`src/acf_pkg.sv`:
```
// shared constants, types and helpers of the front-end configuration block
package acf_pkg;

	// register port geometry
	localparam int ACF_AW = 8;
	localparam int ACF_DW = 8;
	localparam int ACF_NCH = 6;
	localparam int ACF_NPAIR = 3;
	localparam int ACF_NBW = 8;
	localparam int ACF_FLD_W = 4;

	// register offsets
	localparam logic [ACF_AW-1:0] ACF_OFS_CFG = 8'h02;
	localparam logic [ACF_AW-1:0] ACF_OFS_RANGE_B = 8'h04;
	localparam logic [ACF_AW-1:0] ACF_OFS_RANGE_C = 8'h05;
	localparam logic [ACF_AW-1:0] ACF_OFS_RANGE_D = 8'h06;
	localparam logic [ACF_AW-1:0] ACF_OFS_BW = 8'h07;
	localparam logic [ACF_AW-1:0] ACF_OFS_AVG = 8'h08;
	localparam logic [ACF_AW-1:0] ACF_OFS_STAT = 8'h11;

	// reset values
	localparam logic [ACF_DW-1:0] ACF_RST_RANGE = 8'h33;
	localparam logic [ACF_DW-1:0] ACF_RST_BW = 8'h00;
	localparam logic [ACF_FLD_W-1:0] ACF_RST_PAD = 4'h0;
	localparam logic [ACF_FLD_W-1:0] ACF_RST_RATIO = 4'h0;
	localparam logic ACF_RST_EXTCLK = 1'h0;
	localparam logic [ACF_DW-1:0] ACF_RD_ZERO = 8'h00;

	// field positions
	localparam int ACF_HI_LSB = 4;
	localparam int ACF_LO_LSB = 0;
	localparam int ACF_EXTCLK_BIT = 5;
	localparam int ACF_STAT_RATIO_BIT = 6;
	localparam int ACF_STAT_BUSY_BIT = 7;

	// range and ratio code limits
	localparam logic [ACF_FLD_W-1:0] ACF_CODE_BIP_LAST = 4'h4;
	localparam logic [ACF_FLD_W-1:0] ACF_CODE_UNI_LAST = 4'h7;
	localparam logic [ACF_FLD_W-1:0] ACF_CODE_DIF_LAST = 4'hB;
	localparam logic [ACF_FLD_W-1:0] ACF_RATIO_OFF = 4'h0;
	localparam logic [ACF_FLD_W-1:0] ACF_RATIO_MAX = 4'h8;

	// oversampling timing
	localparam int ACF_CLK_PERIOD_PS = 5000;
	localparam int ACF_OS_BASE_NS = 1000;
	localparam int ACF_AVERAGING_PADDING_STEP_NS = 1000;
	localparam int ACF_OS_BASE_CYC =
		(ACF_OS_BASE_NS * 1000 + ACF_CLK_PERIOD_PS - 1) / ACF_CLK_PERIOD_PS;
	localparam int ACF_AVERAGING_PADDING_CYC =
		(ACF_AVERAGING_PADDING_STEP_NS * 1000 + ACF_CLK_PERIOD_PS - 1) / ACF_CLK_PERIOD_PS;
	localparam int ACF_GAP_W = 16;
	localparam int ACF_CNT_W = 9;

	typedef enum logic [1:0] {
		ACF_SPAN_BIPOLAR,
		ACF_SPAN_UNIPOLAR,
		ACF_SPAN_DIFF,
		ACF_SPAN_RSVD
	} acf_span_e;

	typedef enum logic [1:0] {
		ACF_SEQ_IDLE,
		ACF_SEQ_GAP,
		ACF_SEQ_EXT
	} acf_seq_e;

	typedef struct packed {
		logic wr;
		logic rd;
		logic [ACF_AW-1:0] addr;
		logic [ACF_DW-1:0] wdata;
	} acf_bus_req_s;

	typedef struct packed {
		logic [ACF_FLD_W-1:0] span;
		acf_span_e cls;
	} acf_chan_cfg_s;

	typedef struct packed {
		logic [ACF_FLD_W-1:0] pad;
		logic [ACF_FLD_W-1:0] ratio;
		logic ext_clk;
	} acf_avg_s;

	typedef struct packed {
		logic [ACF_NPAIR-1:0][ACF_DW-1:0] range;
		logic [ACF_NBW-1:0] bw;
		acf_avg_s avg;
		logic [ACF_DW-1:0] rdata;
		acf_chan_cfg_s [ACF_NCH-1:0] chan;
		logic [ACF_NCH-1:0] span_rsvd;
		logic ratio_rsvd;
	} acf_top_s;

	typedef struct packed {
		acf_seq_e st;
		logic [ACF_CNT_W-1:0] left;
		logic [ACF_GAP_W-1:0] gap;
		logic [ACF_GAP_W-1:0] gap_len;
		logic start_q;
		logic trig;
		logic done;
	} acf_seq_s;

	function automatic acf_span_e acf_classify(
		input logic [ACF_FLD_W-1:0] code
	);
		if (code <= ACF_CODE_BIP_LAST)
			return ACF_SPAN_BIPOLAR;
		else if (code <= ACF_CODE_UNI_LAST)
			return ACF_SPAN_UNIPOLAR;
		else if (code <= ACF_CODE_DIF_LAST)
			return ACF_SPAN_DIFF;
		else
			return ACF_SPAN_RSVD;
	endfunction

endpackage

```
`src/acf_frontend_config.sv`:
```
// register bank for per-channel input span, bandwidth and oversampling setup
//
// Our own choice: strobed register access.
`timescale 1ns/1ps
`default_nettype none

// Summary of operation
// two four-bit span fields per byte register
// codes 0 to 4 are bipolar single-ended
// codes 5 to 7 are unipolar single-ended
// codes 8 to 11 are differential spans
// span registers reset to 0x33, read/write
// bandwidth bit n-1 enables channel n wideband
// bandwidth register resets zero, all bits RW
// padding lengthens the internal oversampling spacing
// ratio 0 off, 1..8 give 2..256
// oversampling register resets zero, fields RW
// external clock option paces conversions from pin
// host writes only listed range and ratio codes
module acf_frontend_config
	import acf_pkg::*;
(
	// clock and reset
	input wire logic core_clk,
	input wire logic rst_n,
	// register port
	input wire acf_bus_req_s reg_req,
	output logic [ACF_DW-1:0] reg_rdata,
	// per-channel front-end settings, channels 3 to 8
	output var acf_chan_cfg_s [ACF_NCH-1:0] chan_cfg,
	// bandwidth selection, channels 1 to 8
	output logic [ACF_NBW-1:0] wideband_en,
	// digital filter settings
	output var acf_avg_s avg_cfg,
	// conversion control
	input wire logic conversion_start_pin,
	output logic conv_trigger,
	output logic burst_done
);

	acf_top_s s_r;
	acf_top_s s_nxt;

	// per-channel decode of the held span codes
	logic [ACF_NCH-1:0][ACF_FLD_W-1:0] span_w;
	acf_span_e [ACF_NCH-1:0] cls_w;
	logic [ACF_NCH-1:0] rsvd_w;

	// sequencer status
	logic seq_busy;

	// write and read decode
	logic hit_cfg;
	logic hit_bw;
	logic hit_avg;
	logic hit_stat;
	logic [ACF_NPAIR-1:0] hit_range;
	logic [ACF_DW-1:0] cfg_view;
	logic [ACF_DW-1:0] avg_view;
	logic [ACF_DW-1:0] stat_view;

	assign hit_cfg = (reg_req.addr == ACF_OFS_CFG);
	assign hit_bw = (reg_req.addr == ACF_OFS_BW);
	assign hit_avg = (reg_req.addr == ACF_OFS_AVG);
	assign hit_stat = (reg_req.addr == ACF_OFS_STAT);
	assign hit_range[0] = (reg_req.addr == ACF_OFS_RANGE_B);
	assign hit_range[1] = (reg_req.addr == ACF_OFS_RANGE_C);
	assign hit_range[2] = (reg_req.addr == ACF_OFS_RANGE_D);

	genvar g;
	generate
		for (g = 0; g < ACF_NCH; g++)
		begin : g_chan
			// even index is the lower-numbered channel of the pair
			if (g % 2 == 0)
			begin : g_lo
				assign span_w[g] =
					s_r.range[g / 2][ACF_LO_LSB +: ACF_FLD_W];
			end
			else
			begin : g_hi
				assign span_w[g] =
					s_r.range[g / 2][ACF_HI_LSB +: ACF_FLD_W];
			end
			// see see
			assign cls_w[g] = acf_classify(span_w[g]);
			// reserved codes are held as written and only flagged
			assign rsvd_w[g] = (cls_w[g] == ACF_SPAN_RSVD);
		end
	endgenerate

	// cfg holds only the external oversampling clock option
	always_comb
	begin
		cfg_view = ACF_RD_ZERO;
		cfg_view[ACF_EXTCLK_BIT] = s_r.avg.ext_clk;
	end

	always_comb
	begin
		avg_view = ACF_RD_ZERO;
		avg_view[ACF_HI_LSB +: ACF_FLD_W] = s_r.avg.pad;
		avg_view[ACF_LO_LSB +: ACF_FLD_W] = s_r.avg.ratio;
	end

	// status reports reserved codes in use and burst activity
	always_comb
	begin
		stat_view = ACF_RD_ZERO;
		stat_view[ACF_NCH-1:0] = s_r.span_rsvd;
		stat_view[ACF_STAT_RATIO_BIT] = s_r.ratio_rsvd;
		stat_view[ACF_STAT_BUSY_BIT] = seq_busy;
	end

	always_comb
	begin
		s_nxt = s_r;

		// write side; unmapped offsets and the status register ignore writes
		if (reg_req.wr)
		begin
			for (int i = 0; i < ACF_NPAIR; i++)
			begin
				if (hit_range[i])
					s_nxt.range[i] = reg_req.wdata;
			end
			if (hit_bw)
				s_nxt.bw = reg_req.wdata;
			if (hit_avg)
			begin
				s_nxt.avg.pad =
					reg_req.wdata[ACF_HI_LSB +: ACF_FLD_W];
				s_nxt.avg.ratio =
					reg_req.wdata[ACF_LO_LSB +: ACF_FLD_W];
			end
			if (hit_cfg)
				s_nxt.avg.ext_clk = reg_req.wdata[ACF_EXTCLK_BIT];
		end

		// read side; data stands for exactly the cycle after the strobe
		s_nxt.rdata = ACF_RD_ZERO;
		if (reg_req.rd)
		begin
			if (hit_range[0])
				s_nxt.rdata = s_r.range[0];
			else if (hit_range[1])
				s_nxt.rdata = s_r.range[1];
			else if (hit_range[2])
				s_nxt.rdata = s_r.range[2];
			else if (hit_bw)
				s_nxt.rdata = s_r.bw;
			else if (hit_avg)
				s_nxt.rdata = avg_view;
			else if (hit_cfg)
				s_nxt.rdata = cfg_view;
			else if (hit_stat)
				s_nxt.rdata = stat_view;
			else
				s_nxt.rdata = ACF_RD_ZERO;
		end

		// front-end outputs follow the held registers one cycle later
		for (int c = 0; c < ACF_NCH; c++)
		begin
			s_nxt.chan[c].span = span_w[c];
			s_nxt.chan[c].cls = cls_w[c];
		end
		s_nxt.span_rsvd = rsvd_w;
		s_nxt.ratio_rsvd = (s_r.avg.ratio > ACF_RATIO_MAX);
	end

	always_ff @(posedge core_clk)
	begin
		if (!rst_n)
		begin
			s_r.range <= {ACF_NPAIR{ACF_RST_RANGE}};
			s_r.bw <= ACF_RST_BW;
			s_r.avg.pad <= ACF_RST_PAD;
			s_r.avg.ratio <= ACF_RST_RATIO;
			s_r.avg.ext_clk <= ACF_RST_EXTCLK;
			s_r.rdata <= ACF_RD_ZERO;
			for (int c = 0; c < ACF_NCH; c++)
			begin
				s_r.chan[c].span <= ACF_RST_RANGE[ACF_LO_LSB +: ACF_FLD_W];
				s_r.chan[c].cls <= ACF_SPAN_BIPOLAR;
			end
			s_r.span_rsvd <= '0;
			s_r.ratio_rsvd <= 1'b0;
		end
		else
			s_r <= s_nxt;
	end

	// burst pacing lives in its own module so its counters stay local
	acf_avg_seq u_seq (
		.core_clk(core_clk),
		.rst_n(rst_n),
		.avg(s_r.avg),
		.conversion_start_pin(conversion_start_pin),
		.conv_trigger(conv_trigger),
		.burst_done(burst_done),
		.busy(seq_busy)
	);

	assign reg_rdata = s_r.rdata;
	assign chan_cfg = s_r.chan;
	assign wideband_en = s_r.bw;
	assign avg_cfg = s_r.avg;

endmodule // acf_frontend_config

`default_nettype wire

```
`src/acf_avg_seq.sv`:
```
// oversampling burst sequencer driven by the conversion-start input
`timescale 1ns/1ps
`default_nettype none

module acf_avg_seq
	import acf_pkg::*;
(
	// clock and reset
	input wire logic core_clk,
	input wire logic rst_n,
	// settings
	input wire acf_avg_s avg,
	// conversion control
	input wire logic conversion_start_pin,
	output logic conv_trigger,
	output logic burst_done,
	output logic busy
);

	acf_seq_s s_r;
	acf_seq_s s_nxt;
	logic start_edge;
	logic [ACF_FLD_W-1:0] ratio_eff;
	logic [ACF_CNT_W-1:0] burst_len;
	logic [ACF_GAP_W-1:0] gap_cyc;

	assign start_edge = conversion_start_pin & ~s_r.start_q;
	// reserved ratios fall back to single conversions
	assign ratio_eff = (avg.ratio > ACF_RATIO_MAX) ? ACF_RATIO_OFF : avg.ratio;
	assign burst_len = ACF_CNT_W'(1) << ratio_eff;
	// padding stretches the internal spacing in whole base steps
	assign gap_cyc = ACF_GAP_W'(ACF_OS_BASE_CYC)
		+ ACF_GAP_W'(avg.pad) * ACF_GAP_W'(ACF_AVERAGING_PADDING_CYC);

	always_comb
	begin
		s_nxt = s_r;
		s_nxt.trig = 1'b0;
		s_nxt.done = 1'b0;
		s_nxt.start_q = conversion_start_pin;
		case (s_r.st)
			ACF_SEQ_IDLE:
			begin
				if (start_edge)
				begin
					s_nxt.trig = 1'b1;
					if (ratio_eff == ACF_RATIO_OFF)
						s_nxt.done = 1'b1;
					else
					begin
						s_nxt.left = burst_len - ACF_CNT_W'(1);
						s_nxt.gap_len = gap_cyc;
						s_nxt.gap = gap_cyc - ACF_GAP_W'(1);
						if (avg.ext_clk)
							s_nxt.st = ACF_SEQ_EXT;
						else
							s_nxt.st = ACF_SEQ_GAP;
					end
				end
			end
			ACF_SEQ_GAP:
			begin
				// start edges inside an internal burst are ignored
				if (s_r.gap == ACF_GAP_W'(0))
				begin
					s_nxt.trig = 1'b1;
					s_nxt.gap = s_r.gap_len - ACF_GAP_W'(1);
					s_nxt.left = s_r.left - ACF_CNT_W'(1);
					if (s_r.left == ACF_CNT_W'(1))
					begin
						s_nxt.done = 1'b1;
						s_nxt.st = ACF_SEQ_IDLE;
					end
				end
				else
					s_nxt.gap = s_r.gap - ACF_GAP_W'(1);
			end
			ACF_SEQ_EXT:
			begin
				if (start_edge)
				begin
					s_nxt.trig = 1'b1;
					s_nxt.left = s_r.left - ACF_CNT_W'(1);
					if (s_r.left == ACF_CNT_W'(1))
					begin
						s_nxt.done = 1'b1;
						s_nxt.st = ACF_SEQ_IDLE;
					end
				end
			end
			default:
				s_nxt.st = ACF_SEQ_IDLE;
		endcase
	end

	always_ff @(posedge core_clk)
	begin
		if (!rst_n)
		begin
			s_r <= '0;
			s_r.st <= ACF_SEQ_IDLE;
		end
		else
			s_r <= s_nxt;
	end

	assign conv_trigger = s_r.trig;
	assign burst_done = s_r.done;
	assign busy = (s_r.st != ACF_SEQ_IDLE);

endmodule // acf_avg_seq

`default_nettype wire

```
`config.mk`:
```
export PLATFORM = sky130hd
export DESIGN_NAME = acf_frontend_config
export DESIGN_NICKNAME = d
export VERILOG_FILES = /design/src/acf_pkg.sv /design/src/acf_frontend_config.sv /design/src/acf_avg_seq.sv
export SDC_FILE = /design/constraint.sdc
export NUM_CORES = 1
export LEC_CHECK = 0
export ABC_AREA = 1
export BUFFER_PORTS_ARGS = -buffer_cell sky130_fd_sc_hd__buf_2
export CAP_MARGIN = 10
export CORE_ASPECT_RATIO = 0.5
export CORE_UTILIZATION = 55
export DETAILED_ROUTE_END_ITERATION = 10
export PLACE_DENSITY = 0.77
export SYNTH_ARGS = -nofsm -noshare
export SYNTH_HDL_FRONTEND = slang
export SYNTH_SLANG_ARGS = --single-unit
```
`constraint.sdc`:
```
create_clock -name core_clk -period 7.3 [get_ports core_clk]
set_input_delay 1.825 -clock core_clk [delete_from_list [all_inputs] [get_ports core_clk]]
set_output_delay 1.825 -clock core_clk [all_outputs]
set_load 0.01 [all_outputs]
```
==> results.toml <==
[placed_design]
dpl.hpwl_um = 12000
routabilityCongestion = 0.914
port_buffers = 83

[global_route]
grt_start_max_net_pins = 89
grt_pass1_wl_um = 27500
antenna_found_initial = 0
track_usage_pct = 26.6
gr-total-overflow = 0
grt_pass1_vias = 5480

[synth]
synth_warnings = 0
yosys-top-cells-count = "nand2_1 (154), inv_1 (142), dfxtp_1 (132)"
avgSynthCellArea_um2 = 7.47
yosysMostFrequentCell = "nand2_1"
yosysTopAreaCell = "dfxtp_1"
synth_ff_type = "dfxtp_1"
synth_edf_count = 0
synth_cells = 949
synth_top_area_share_pct = 37.3
syn-cell-area_um2 = 7090
yosysUniqueCellTypes = 45
ys_ff_latch = 132
seq_area_frac_synth_pct = 37.3
yosys-top-cells-area = "dfxtp_1 (37%), nand2_1 (8.2%), inv_1 (7.5%), buf_4 (6.9%), a21oi_1 (5.1%)"
ys_async_sr_fraction_pct = 0
syn-num-nets = 988

[die]
die_w_um = 163
initial_utilization_pct = 58.2
io_pins = 84
rows = 28
die_h_um = 82.3
dieArea_um2 = 13400
coreArea_um2 = 12200

[cts]
ctsHtreeMaxLevel = 4
cts_resized = 0
postCtsSetupRepairBufs = 0
cts-buffers-inserted = 17
clk_path_buf_depth = 2
numClockSinks = 132
clk_latency_ns = 0.43
cts-root-buf = "clkbuf_16"
clk_pin_slew_ns = 0.06
hold_buffers = 0
cts_tree = "done"

[critical_path]
r2r_start = "avg_cfg[7]"
crit_fanout = 25
reg2reg_to = "u_seq.s_r[30]"
start_kind = "input pin"
critPathKind = "in -> reg"
rr_worst_depth = 14
arrival_ns = 3.54
critPathMaxStageDelay_ns = 0.42
rrSetupSlack_ns = 4.41
crit_chain = "buf_2, inv_1, nor2_1, inv_1, nor2_1, nand2_2, o21ai_2, inv_2, a21oi_1, a21oi_2"
endpoint_kind = "flip-flop"
cp.required_ns = 7.62
critPathSlowestCell = "o21ai_2"

[hold_path]
whs_path_depth = 2
hp-class = "reg -> reg"
min-delay-start = "s_nxt[36]"
whs_endpoint = "chan_cfg[25]"

[finish]
diodes = 0
fin_nets = 1008
final_layout_size_suffix_gt1_share_pct = 20.0
final_util_pct = 63.6
syn2layout_area_growth_pct = 9.35

[routing]
drtIter0Drc = 608
vias = 6164
ant_nets = 0
drc = 0
wl_per_cell_um = 14.8
firstDrtPassIters = 8
vias_per_cell = 5.37
wirelength_um = 17000

[power]
vdd_drop_max_mv = 0.183
clkPwrFrac_pct = 51.3
swShare_pct = 24.5
seqPwrFrac_pct = 42.6
combPwrFrac_pct = 6.1
p_sw_uw = 417
p_per_area_nw_per_um2 = 219
p_leak_nw = 3.82
intPower_mw = 1.28

[sta]
hold_viol = 0
period_minus_slack_ns = 3.23
fin_tns_setup_ns = 0
skew_ns = 0.0105
clock.fmax_ghz = 0.310
maxSlewHeadroom_pct = 36.6
setup_viol_count_final = 0
post-route-period-util_pct = 44.2
fin_hold_ws_ns = 0.456
worst_slew_pin_slew_ns = 0.952
rsz0062_at_grt = "no"
slew_violations = 0

[status]
outcome = "completed"

[flow_run]
max-cap-violations = 0
## power by group through the flow
stage | registers [mW] | logic (mW) | clock network [mW]
3_3_place_gp | 0.740 | 0.0998 | 0
4_1_cts | 0.725 | 0.103 | 0.873
2_1_floorplan | 0.740 | 0.0768 | 0
6_report | 0.725 | 0.103 | 0.873
3_5_place_dp | 0.740 | 0.102 | 0
5_1_grt | 0.724 | 0.115 | 0.905
## worst max-delay path by stage
stage,from,end,slack [ns]
finish,conversion_start_pin,u_seq.s_r[28],4.07
global route,reg_req[15],wideband_en[3],3.82
CTS,conversion_start_pin,u_seq.s_r[22],4.08
detailed placement,conversion_start_pin,u_seq.s_r[27],3.69
global placement,reg_req[15],wideband_en[6],3.76
floorplan,reg_req[15],s_nxt[10],4.27
## layer usage
layer | vias to the layer above | share of wire [%] | GRT usage (%)
met5 | - | 0 | 0
met3 | 30 | 6.8 | 4.80
met2 | 247 | 46 | 43.7
met4 | 0 | 1.9 | 11.0
met1 | 2835 | 46 | 35.0
li1 | 3052 | - | -
## cell families (layout without fill, tap and decap cells)
family                   after synthesis  count (layout)  synth area share (%)
AND/OR/NAND/NOR                      349             349                  25.4
buffers and inverters                235             268                  16.1
AO/OA/AOI/OAI                        201             201                  16.1
flip-flops                           132             132                  37.3
adder cells (fa/ha/maj)               18              18                  3.28
XOR/XNOR                              14              14                  1.84
## cells in the final DEF, fill, tap and decap left out, drive strengths merged, types with 8 or more instances in the layout
master	count
ha	17
nand4	8
nand3	61
a31oi	15
dfxtp	132
inv	155
o211ai	17
nand2	180
a21oi	79
o21ai	72
nor2	82
xor2	9
clkbuf	20
nor3	12
buf	85
## stage by stage
step	setup slack (ns)	std cells	total power, mW	area (um^2)
after floorplan	4.27	949	0.817	7090
after global placement	3.76	1115	0.840	7160
after detailed placement	3.69	1115	0.843	7160
after CTS	4.08	1147	1.70	7750
after global routing	3.82	1147	1.74	7750
final	4.07	1147	1.70	7750
## cell type report
| cell class | instances | area (um^2) |
|---|---|---|
| Sequential cell | 132 | 2640 |
| Fill cell | 1034 | 4440 |
| Timing Repair Buffer | 85 | 430 |
| Clock inverter | 12 | 141 |
| Inverter | 151 | 567 |
| Multi-Input combinational cell | 582 | 3310 |
| Clock buffer | 20 | 457 |
| Tap cell | 165 | 206 |
## sequential cells by signal, summed over array words and instances (netlist names)
| signal | count |
|---|---|
| avg_cfg | 9 |
| chan_cfg | 36 |
| reg_rdata | 8 |
| s_nxt | 24 |
| s_r | 7 |
| u_seq.burst_done | 1 |
| u_seq.conv_trigger | 1 |
| u_seq.s_r | 38 |
| wideband_en | 8 |
## worst max-delay path: cells and delay by family
kind                   cells  cell delay, ns
AOI/OAI and AO/OA          3            0.74
and+or+nand+nor            3            0.55
buffers and inverters      4            0.43
No activity file was read; power rests on OpenSTA's default activity.
